### src/wiper_slave_pkg.sv
// constants, encodings and state types of the serial wiper slave
// assumes the slave runs on one core clock and samples the bus pins
package wiper_slave_pkg;

    // register map
    localparam logic [7:0] WIPER_ADDR = 8'h00; // wiper position register
    localparam logic [7:0] ACCESS_ADDR = 8'h10; // access control register

    // reset values
    localparam logic [7:0] WIPER_RESET = 8'h80; // mid-scale tap
    localparam logic [7:0] ACCESS_RESET = 8'h42; // fixed bits plus shutdown_n high
    localparam logic SHUTDOWN_N_BIT_N_RESET = 1'b1; // start out of shutdown

    // access control layout
    localparam int SHUTDOWN_N_BIT_N_POS = 6; // shutdown control bit position
    localparam logic [7:0] ACCESS_FIXED = 8'h02; // bits that never change
    localparam logic [7:0] UNMAPPED_READ = 8'h00; // read value of other addresses

    // tap codes
    localparam logic [7:0] TAP_LOW_END = 8'h00; // tap next to the low terminal

    // identification byte layout
    localparam int ID_CODE_MSB = 7; // top of device code field
    localparam int ID_CODE_LSB = 3; // bottom of device code field
    localparam int ID_SEL_HI_POS = 2; // compared with the high select pin
    localparam int ID_SEL_LO_POS = 1; // compared with the low select pin
    localparam int ID_DIR_POS = 0; // 1 read, 0 write

    // bit counting within one byte slot
    localparam logic [3:0] BYTE_BITS = 4'h8; // bits before the ninth clock
    localparam logic [3:0] ACK_CLOCK = 4'h9; // count once the ninth clock rose
    localparam logic [3:0] LAST_TX_FALL = 4'h7; // falls before the line is freed

    // slave sequencer states
    typedef enum logic [2:0] {
        ST_IDLE = 3'b000, // standby, waiting for a start
        ST_RX = 3'b001, // shifting a byte in
        ST_ACK = 3'b010, // pulling the line low on the ninth clock
        ST_TX = 3'b011, // shifting a byte out
        ST_MACK = 3'b100 // sampling the master answer on the ninth clock
    } slave_state_e;

    // which byte of the transfer is being received
    typedef enum logic [1:0] {
        KIND_ID = 2'b00, // identification byte
        KIND_ADDR = 2'b01, // register address byte
        KIND_DATA = 2'b10 // write data byte
    } byte_kind_e;

endpackage : wiper_slave_pkg

### src/pin_sampler.sv
// two-stage synchroniser with edge detection for slow pin inputs
// assumes pins are asynchronous to core_clk and idle at RESET_VAL
`timescale 1ns/1ps

module pin_sampler #(
    parameter int WIDTH = 4, // number of pins sampled
    parameter logic [WIDTH-1:0] RESET_VAL = '1 // idle level of the pins
) (
    input wire logic core_clk,
    input wire logic sys_rst,
    input wire logic [WIDTH-1:0] pin_in,
    output logic [WIDTH-1:0] level,
    output logic [WIDTH-1:0] rise,
    output logic [WIDTH-1:0] fall
);

    // refuse an empty sampler
    if (WIDTH < 1) begin : g_width_check
        $error("pin_sampler needs at least one pin");
    end

    // meta is read only by sync; edges compare sync with prev
    typedef struct packed {
        logic [WIDTH-1:0] meta; // first stage
        logic [WIDTH-1:0] sync; // second stage, safe to use
        logic [WIDTH-1:0] prev; // delayed copy for edges
    } sampler_s;

    sampler_s q; // registered state
    sampler_s d; // next state

    // shift the pins down the chain
    always_comb begin
        d = q;
        d.meta = pin_in;
        d.sync = q.meta;
        d.prev = q.sync;
    end

    // reset holds the idle level so no false edge appears
    always_ff @(posedge core_clk) begin
        if (sys_rst) begin
            q <= '{meta: RESET_VAL, sync: RESET_VAL, prev: RESET_VAL};
        end else begin
            q <= d;
        end
    end

    assign level = q.sync;
    assign rise = q.sync & ~q.prev;
    assign fall = ~q.sync & q.prev;

endmodule : pin_sampler

### src/wiper_slave.sv
// serial two-wire slave holding the wiper position and access control
// assumes an external master drives the serial clock and pull-ups on both lines
`timescale 1ns/1ps

// Notes on behaviour
// - eight-bit wiper code, 00h low, FFh high
// - wiper code resets to 80h
// - address 0 wiper, address 10h access control
// - access control resets 42h, fixed bits read
// - shutdown bit zero opens ends, wiper low
// - shutdown bit resets to one
// - slave only; master starts and clocks
// - bytes travel most significant bit first
// - data changes only while clock low
// - data line released after reset
// - idle until start; ignore start in reset
// - stop returns the slave to standby
// - ninth clock: receiver pulls data low
// - acknowledge identification, address, write data
// - identification matches code and select pins
// - write updates register on ninth clock
// - read uses repeated start after address
// - sample on rise, shift out after fall
module wiper_slave #(
    parameter logic [4:0] DEVICE_CODE = 5'h0B // arbitrary value, set per product
) (
    input wire logic core_clk,
    input wire logic sys_rst,
    input wire logic scl_pin, // serial clock from the master
    input wire logic sda_in, // data line level
    output logic sda_out, // data line drive value
    output logic sda_oe, // high while pulling the data line low
    input wire logic addr_select_hi_pin, // upper address select strap
    input wire logic addr_select_lo_pin, // lower address select strap
    output logic [7:0] wiper_position, // stored wiper code
    output logic shutdown_n_bit, // low while in shutdown
    output logic [7:0] tap_select, // tap actually connected
    output logic ends_open // resistor ends disconnected
);

    // overview of the flow:
    //   pins pass the sampler, then edges drive the sequencer
    //   a start always wins over any byte in flight
    //   a stop drops back to standby from any state
    //   registers change only on a synced clock rise
    //   the line is pulled low only, never driven high
    //   one data byte per write, then standby
    //   reads repeat the addressed register

    // whole slave state in one record
    typedef struct packed {
        wiper_slave_pkg::slave_state_e state; // sequencer state
        wiper_slave_pkg::byte_kind_e kind; // byte being received
        logic [3:0] bit_cnt; // clock count in this byte slot
        logic [7:0] shift; // receive or transmit shifter
        logic [7:0] reg_addr; // register address from the master
        logic read_dir; // identification asked for a read
        logic master_ack; // master acknowledged the last byte
        logic [7:0] wiper; // wiper position register
        logic shutdown_n_bit_n; // shutdown control bit
        logic [7:0] tap; // effective tap after shutdown
        logic ends_open; // ends open in shutdown
        logic sda_oe; // open-drain pull enable
    } slave_s;

    // power-up contents
    localparam slave_s RESET_S = '{
        state: wiper_slave_pkg::ST_IDLE,
        kind: wiper_slave_pkg::KIND_ID,
        bit_cnt: 4'h0,
        shift: 8'h00,
        reg_addr: wiper_slave_pkg::WIPER_ADDR,
        read_dir: 1'b0,
        master_ack: 1'b0,
        wiper: wiper_slave_pkg::WIPER_RESET,
        shutdown_n_bit_n: wiper_slave_pkg::SHUTDOWN_N_BIT_N_RESET,
        tap: wiper_slave_pkg::WIPER_RESET,
        ends_open: 1'b0,
        sda_oe: 1'b0
    };

    slave_s q; // registered state
    slave_s d; // next state

    // synchronised pins and their edges
    logic [3:0] pin_level; // scl, sda, select hi, select lo
    logic [3:0] pin_rise; // rising edges
    logic [3:0] pin_fall; // falling edges
    logic scl_lvl; // clock level
    logic sda_lvl; // data level
    logic scl_rise; // clock rose
    logic scl_fall; // clock fell
    logic start_seen; // data fell while clock high
    logic stop_seen; // data rose while clock high

    // pin order in the sampler word:
    //   bit 3 serial clock, bit 2 data line
    //   bit 1 upper select strap, bit 0 lower select strap
    // idle high reset keeps a false start away after reset
    // each pin is two flip-flops away from any logic
    // every pin passes two flip-flops before use
    pin_sampler #(
        .WIDTH(4),
        .RESET_VAL(4'hF)
    ) u_pins (
        .core_clk(core_clk),
        .sys_rst(sys_rst),
        .pin_in({scl_pin, sda_in, addr_select_hi_pin, addr_select_lo_pin}),
        .level(pin_level),
        .rise(pin_rise),
        .fall(pin_fall)
    );

    assign scl_lvl = pin_level[3];
    assign sda_lvl = pin_level[2];
    assign scl_rise = pin_rise[3];
    assign scl_fall = pin_fall[3];
    // start and stop only count with the clock high
    assign start_seen = pin_fall[2] & scl_lvl;
    assign stop_seen = pin_rise[2] & scl_lvl;

    // identification layout, top bit first:
    //   five device code bits, two strap bits, direction bit
    // straps are compared at the end of the byte, not at the start
    // identification byte check
    function automatic logic id_match(
        input logic [7:0] id_byte,
        input logic sel_hi,
        input logic sel_lo
    );
        logic ok;
        ok = (id_byte[wiper_slave_pkg::ID_CODE_MSB:wiper_slave_pkg::ID_CODE_LSB]
              == DEVICE_CODE);
        ok = ok && (id_byte[wiper_slave_pkg::ID_SEL_HI_POS] == sel_hi);
        ok = ok && (id_byte[wiper_slave_pkg::ID_SEL_LO_POS] == sel_lo);
        return ok;
    endfunction : id_match

    // read data mux shared by first and repeated read bytes
    // unmapped addresses read as zero so a probe sees no junk
    // value returned for a register address
    function automatic logic [7:0] read_value(
        input logic [7:0] addr,
        input logic [7:0] wiper,
        input logic shutdown_n_bit_n
    );
        logic [7:0] v;
        v = wiper_slave_pkg::UNMAPPED_READ;
        if (addr == wiper_slave_pkg::WIPER_ADDR) begin
            v = wiper;
        end else if (addr == wiper_slave_pkg::ACCESS_ADDR) begin
            // fixed bits around the shutdown control
            v = wiper_slave_pkg::ACCESS_FIXED;
            v[wiper_slave_pkg::SHUTDOWN_N_BIT_N_POS] = shutdown_n_bit_n;
        end
        return v;
    endfunction : read_value

    // sequencer outline:
    //   idle -> receive on a start
    //   receive -> acknowledge after eight rises and the next fall
    //   acknowledge -> receive, transmit, or idle after a write data byte, after the ninth fall
    //   transmit -> master answer after the eighth fall
    //   master answer -> transmit on ack, idle on nack
    //   any illegal code falls back to idle
    // bit_cnt counts rises when receiving and falls when sending
    // next-state logic of the byte sequencer
    always_comb begin
        d = q;
        unique case (q.state)
            // standby: only a start moves on, handled below
            wiper_slave_pkg::ST_IDLE: begin
                // bus traffic without a start is ignored here
                d.sda_oe = 1'b0;
            end
            // receive one byte
            wiper_slave_pkg::ST_RX: begin
                if (scl_rise) begin
                    // sample on rise, first bit lands at the top
                    d.shift = {q.shift[6:0], sda_lvl};
                    d.bit_cnt = q.bit_cnt + 4'h1;
                end else if (scl_fall && q.bit_cnt == wiper_slave_pkg::BYTE_BITS) begin
                    // eight bits in: decide on the acknowledge
                    d.bit_cnt = wiper_slave_pkg::BYTE_BITS;
                    unique case (q.kind)
                        wiper_slave_pkg::KIND_ID: begin
                            if (id_match(q.shift, pin_level[1], pin_level[0])) begin
                                d.read_dir = q.shift[wiper_slave_pkg::ID_DIR_POS];
                                d.state = wiper_slave_pkg::ST_ACK;
                                d.sda_oe = 1'b1;
                            end else begin
                                // not addressed: stay off the line
                                d.state = wiper_slave_pkg::ST_IDLE;
                                d.sda_oe = 1'b0;
                            end
                        end
                        wiper_slave_pkg::KIND_ADDR: begin
                            d.reg_addr = q.shift;
                            d.state = wiper_slave_pkg::ST_ACK;
                            d.sda_oe = 1'b1;
                        end
                        wiper_slave_pkg::KIND_DATA: begin
                            d.state = wiper_slave_pkg::ST_ACK;
                            d.sda_oe = 1'b1;
                        end
                        default: begin
                            d.state = wiper_slave_pkg::ST_IDLE;
                        end
                    endcase
                end
            end
            // hold the line low through the ninth clock
            wiper_slave_pkg::ST_ACK: begin
                if (scl_rise) begin
                    d.bit_cnt = wiper_slave_pkg::ACK_CLOCK;
                    if (q.kind == wiper_slave_pkg::KIND_DATA) begin
                        // register takes the byte on the ninth clock
                        if (q.reg_addr == wiper_slave_pkg::WIPER_ADDR) begin
                            d.wiper = q.shift;
                        end else if (q.reg_addr == wiper_slave_pkg::ACCESS_ADDR) begin
                            // only the shutdown control is writable
                            d.shutdown_n_bit_n = q.shift[wiper_slave_pkg::SHUTDOWN_N_BIT_N_POS];
                        end
                    end
                end else if (scl_fall && q.bit_cnt == wiper_slave_pkg::ACK_CLOCK) begin
                    // ninth clock over: free the line, pick the next byte
                    d.sda_oe = 1'b0;
                    d.bit_cnt = 4'h0;
                    d.shift = 8'h00;
                    d.state = wiper_slave_pkg::ST_RX;
                    unique case (q.kind)
                        wiper_slave_pkg::KIND_ID: begin
                            if (q.read_dir) begin
                                // first data bit goes out right after the fall
                                d.state = wiper_slave_pkg::ST_TX;
                                d.shift = read_value(q.reg_addr, q.wiper, q.shutdown_n_bit_n);
                                d.sda_oe = ~d.shift[7];
                            end else begin
                                d.kind = wiper_slave_pkg::KIND_ADDR;
                            end
                        end
                        wiper_slave_pkg::KIND_ADDR: begin
                            d.kind = wiper_slave_pkg::KIND_DATA;
                        end
                        wiper_slave_pkg::KIND_DATA: begin
                            // one data byte per write, then standby
                            d.state = wiper_slave_pkg::ST_IDLE;
                        end
                        default: begin
                            d.state = wiper_slave_pkg::ST_IDLE;
                        end
                    endcase
                end
            end
            // shift a byte out, changing only after clock falls
            wiper_slave_pkg::ST_TX: begin
                if (scl_fall) begin
                    if (q.bit_cnt == wiper_slave_pkg::LAST_TX_FALL) begin
                        // eight bits sent: release for the master answer
                        d.sda_oe = 1'b0;
                        d.bit_cnt = 4'h0;
                        d.master_ack = 1'b0;
                        d.state = wiper_slave_pkg::ST_MACK;
                    end else begin
                        d.shift = {q.shift[6:0], 1'b0};
                        d.sda_oe = ~q.shift[6];
                        d.bit_cnt = q.bit_cnt + 4'h1;
                    end
                end
            end
            // ninth clock of a read byte: the master answers
            wiper_slave_pkg::ST_MACK: begin
                // a high line on the ninth rise is a nack
                if (scl_rise) begin
                    d.bit_cnt = wiper_slave_pkg::ACK_CLOCK;
                    if (sda_lvl) begin
                        // nack: last byte, wait for the stop
                        d.state = wiper_slave_pkg::ST_IDLE;
                    end else begin
                        d.master_ack = 1'b1;
                    end
                end else if (scl_fall && q.master_ack) begin
                    // acknowledged: send the register again
                    d.state = wiper_slave_pkg::ST_TX;
                    d.bit_cnt = 4'h0;
                    d.master_ack = 1'b0;
                    d.shift = read_value(q.reg_addr, q.wiper, q.shutdown_n_bit_n);
                    d.sda_oe = ~d.shift[7];
                end
            end
            default: begin
                d.state = wiper_slave_pkg::ST_IDLE;
                d.sda_oe = 1'b0;
            end
        endcase

        // bus conditions override whatever the case above chose;
        // the line is let go so the master can drive the condition
        // a start, also a repeated one, begins a new identification byte
        if (start_seen) begin
            d.state = wiper_slave_pkg::ST_RX;
            d.kind = wiper_slave_pkg::KIND_ID;
            d.bit_cnt = 4'h0;
            d.shift = 8'h00;
            d.master_ack = 1'b0;
            d.sda_oe = 1'b0;
        end else if (stop_seen) begin
            // stop ends any transfer
            d.state = wiper_slave_pkg::ST_IDLE;
            d.bit_cnt = 4'h0;
            d.master_ack = 1'b0;
            d.sda_oe = 1'b0;
        end

        // shutdown opens the ends and parks the wiper low
        d.ends_open = ~d.shutdown_n_bit_n;
        d.tap = d.shutdown_n_bit_n ? d.wiper : wiper_slave_pkg::TAP_LOW_END;
    end

    // every register updates on every core edge;
    // synchronous reset also clears any half-received byte,
    // so a reset mid-frame leaves no stale state
    // state register; starts during reset are never seen
    always_ff @(posedge core_clk) begin
        if (sys_rst) begin
            q <= RESET_S;
        end else begin
            q <= d;
        end
    end

    // all outputs but the constant sda_out come straight from flip-flops, so they
    // never glitch while the sequencer decodes edges
    // open drain: the line is only ever pulled low
    assign sda_out = 1'b0;
    assign sda_oe = q.sda_oe;
    assign wiper_position = q.wiper;
    assign shutdown_n_bit = q.shutdown_n_bit_n;
    assign tap_select = q.tap;
    assign ends_open = q.ends_open;

endmodule : wiper_slave

### config.mk
export PLATFORM = sky130hd
export DESIGN_NAME = wiper_slave
export DESIGN_NICKNAME = d
export VERILOG_FILES = /design/src/wiper_slave_pkg.sv /design/src/pin_sampler.sv /design/src/wiper_slave.sv
export SDC_FILE = /design/constraint.sdc
export NUM_CORES = 1
export LEC_CHECK = 0
export BUFFER_PORTS_ARGS = -buffer_cell sky130_fd_sc_hd__clkbuf_2
export CELL_PAD_IN_SITES_DETAIL_PLACEMENT = 0
export CELL_PAD_IN_SITES_GLOBAL_PLACEMENT = 1
export CORE_ASPECT_RATIO = 0.5
export CORE_UTILIZATION = 35
export CTS_CLUSTER_SIZE = 30
export DETAILED_ROUTE_END_ITERATION = 6
export HOLD_SLACK_MARGIN = 0.1
export PLACE_DENSITY_LB_ADDON = 0.1
export SLEW_MARGIN = 20
export SYNTH_ARGS = -nofsm -noshare
export SYNTH_HDL_FRONTEND = slang
export SYNTH_SLANG_ARGS = --single-unit
export TNS_END_PERCENT = 5
### constraint.sdc
create_clock -name core_clk -period 1.8 [get_ports core_clk]
set_input_delay 0 -clock core_clk [delete_from_list [all_inputs] [get_ports core_clk]]
set_output_delay 0 -clock core_clk [all_outputs]
set_load 0.02 [all_outputs]
==> impl_metrics.env <==
export IMPL_area_growth_syn_to_layout_pct=29.8
export IMPL_drc=0
export IMPL_antenna_found_initial=0
export IMPL_arrival_ps=2010
export IMPL_fin_skew_ps=9.66
export IMPL_p_sw_w=0.000571
export IMPL_relSlewSlack=0.619
export IMPL_holdPathStages=1
export IMPL_ys_ff_latch=56
export IMPL_multi_input_area_um2=1660
export IMPL_cp_max_fo=2
export IMPL_grt_pass1_wl_um=12700
export IMPL_stdcell_count=496
export IMPL_cp_required_ps=2040
export IMPL_final_setup_viol_count=0
export IMPL_critical_path_class="register to register"
export IMPL_gr_total_overflow=0
export IMPL_clock_power_share=0.413
export IMPL_clk_latency_ps=300
export IMPL_synth_area_leaders="dfxtp_1 39%, mux2i_1 6.9%, buf_4 4.9%"
export IMPL_powerDensity_nw_per_um2=642
export IMPL_dp_cells=479
export IMPL_fin_crit_sh=0.984
export IMPL_finalPower_w=0.00242
export IMPL_netlist_cell_type_count=66
export IMPL_track_usage=0.198
export IMPL_wl_per_cell_um=16.1
export IMPL_vias=2545
export IMPL_power_frac_seq=0.522
export IMPL_ys_seq_area_frac=0.387
export IMPL_dp_hpwl_um=6140
export IMPL_layout_nets=396
export IMPL_syn_area_um2=2900
export IMPL_h_tree_depth=2
export IMPL_rr_worst_depth=6
export IMPL_min_delay_start="u_pins.d[6]$_SDFF_PP1_"
export IMPL_drt_wl_total_um=8000
export IMPL_die_w_um=131
export IMPL_cts_root_buf="clkbuf_16"
export IMPL_die_area_um2=8670
export IMPL_tns_ps=0
export IMPL_syn_inst=318
export IMPL_clock_sinks=56
export IMPL_p_comb_frac=0.065
export IMPL_start_kind="register"
export IMPL_dr_pass1_iters=4
export IMPL_clk_path_buf_depth=2
export IMPL_ys_async_sr_fraction=0
export IMPL_rsz0062_at_grt="true"
export IMPL_first_iter_violations=284
export IMPL_ff2ff_setup_slack_ps=30
export IMPL_nFillCells=803
export IMPL_hold_viol_final=0
export IMPL_syn_area_per_cell_um2=9.11
export IMPL_yosysTopAreaCell="dfxtp_1"
export IMPL_io_pins=26
export IMPL_worstSetupEndpointType="register"
export IMPL_report_final_slew_viol_count=0
export IMPL_hold_path_end="u_pins.level[2]$_SDFF_PP1_"
export IMPL_ir_drop_mv=0.331
export IMPL_crit_path_start="q[36]$_SDFFE_PP0P_"
export IMPL_yosys_warnings=0
export IMPL_clk_pin_slew_ps=80
export IMPL_row_count=23
export IMPL_grt_max_degree=28
export IMPL_hold_class="register to register"
export IMPL_r2r_start="q[36]$_SDFFE_PP0P_"
export IMPL_synthFlopType="dfxtp_1"
export IMPL_core_area_um2=8000
export IMPL_io_buffers=24
export IMPL_period_needed_ps=1770
export IMPL_yosys_top_cells_count="56 x dfxtp_1, 25 x nor2_1, 23 x a21oi_1, 20 x mux2i_1, 19 x buf_4"
export IMPL_initial_core_util=0.362
export IMPL_outcome="finished clean"
export IMPL_yosysMostFrequentCell="dfxtp_1"
export IMPL_synth_top_cell_area_share=0.387
export IMPL_syn_nets=331
export IMPL_drv_cap=0
export IMPL_antenna_cells=0
export IMPL_ant_nets=0
export IMPL_grt_pass1_vias=2401
export IMPL_viasPerCell=5.13
export IMPL_worstReg2RegEnd="q[44]$_SDFFE_PP0P_"
export IMPL_max_freq_ghz=0.565
export IMPL_drive_above_1_share=0.372
export IMPL_swShare=0.236
export IMPL_internal_power_w=0.00184
export IMPL_synth_edf_count=0
export IMPL_gp_congestion=0.936
export IMPL_final_seq_area_um2=1130
export IMPL_numCtsBuffers=5
export IMPL_holdWs_ps=409
export IMPL_die_h_um=66.3
export IMPL_cts_tree="yes"
export IMPL_tightest_slew_ps=566
export IMPL_leakagePower_nw=1.60
[layout make-up]
class                      count  area share
timing repair buffer          88       0.170
sequential                    56       0.302
tap                          112      0.0372
multi-input combinational    220       0.441
clock inverter                 3     0.00565
clock buffer                   5      0.0333
inverter                      12      0.0120
[routing by layer]
layer,vias up,routed length (um),part of all wire,global-route usage
met2,58,3530,0.44,0.315
li1,1268,-,-,-
met4,0,50,0.0062,0.0374
met1,1215,4030,0.50,0.274
met5,-,0,0,0
met3,4,400,0.050,0.0429
[worst max path at each step]
stage,endpoint,slack (ps),cells after the start
finish,q[44]$_SDFFE_PP0P_,30,6
global route,q[44]$_SDFFE_PP0P_,-70,6
CTS,q[32]$_SDFFE_PP0P_,4,6
detailed placement,q[34]$_SDFFE_PP0P_,-80,6
global placement,q[32]$_SDFFE_PP0P_,-60,6
floorplan,tap_select[7]$_SDFF_PP1_,60,5
[power by group through the flow]
stage          registers (W)  clock network [W]  logic (W)
6_report             0.00126           0.000997   0.000157
5_1_grt              0.00126            0.00108   0.000171
4_1_cts              0.00126            0.00102   0.000153
3_5_place_dp         0.00129                  0   0.000139
3_3_place_gp         0.00129                  0   0.000139
2_1_floorplan        0.00129                  0  0.0000814
[cell families (layout without fill, tap and decap cells)]
| logic type | Yosys count | after routing | synth area share |
|---|---|---|---|
| adder cells (fa/ha/maj) | 7 | 7 | 0.0302 |
| AO/OA/AOI/OAI | 81 | 81 | 0.200 |
| other | 1 | 1 | 0.00129 |
| AND/OR/NAND/NOR | 107 | 107 | 0.218 |
| multiplexers | 20 | 20 | 0.0691 |
| flip-flops | 56 | 56 | 0.387 |
| buffers and inverters | 42 | 108 | 0.0816 |
| XOR/XNOR | 4 | 4 | 0.0121 |
[cell usage in the layout (no fill, tap or decap), drive strengths merged, types with 3 or more instances in the layout]
cell type,n
buf,57
dfxtp,56
clkbuf,29
nor2,25
a21oi,23
mux2i,20
nand2,14
inv,13
a211oi,13
o21ai,12
nor3,10
or2,9
nand3,8
dlygate4sd3,7
ha,7
a22oi,7
and2,5
nand2b,4
a21o,4
nor4,4
nand3b,3
nor3b,3
nor2b,3
[worst max-delay path, stage by stage, from the launching register on]
cell and delay, ps:
dfxtp_2 340, nor4bb_4 280, buf_4 160, a41oi_2 130, or4_4 560, nand3_1 100, o311a_1 140
[through the flow]
step / util / cell area, um2 / setup WS [ps]
floorplan: - / 2900 / 58.2
finish: 0.470 / 3760 / 28.7
global placement: 0.424 / 3400 / -63.6
detailed placement: 0.424 / 3400 / -83.3
global route: 0.470 / 3760 / -69.9
CTS: 0.457 / 3660 / 3.71
[registers in the layout (all words and copies together), names as in the netlist]
register	flops
q	27
tap_select	8
wiper_position	8
u_pins.d	4
u_pins.level	4
u_pins.q	2
ends_open	1
sda_oe	1
shutdown_n_bit	1
[repair_timing]
item | CTS | global route
pin swaps | 3 | 6
setup buffers | 1 | 1
hold buffers | 7 | 0
resized for setup | 11 | 26
hold endpoints to repair | 7 | 0
endpoints found under the setup margin | 14 | 33
(Power assumes the default switching activity.)
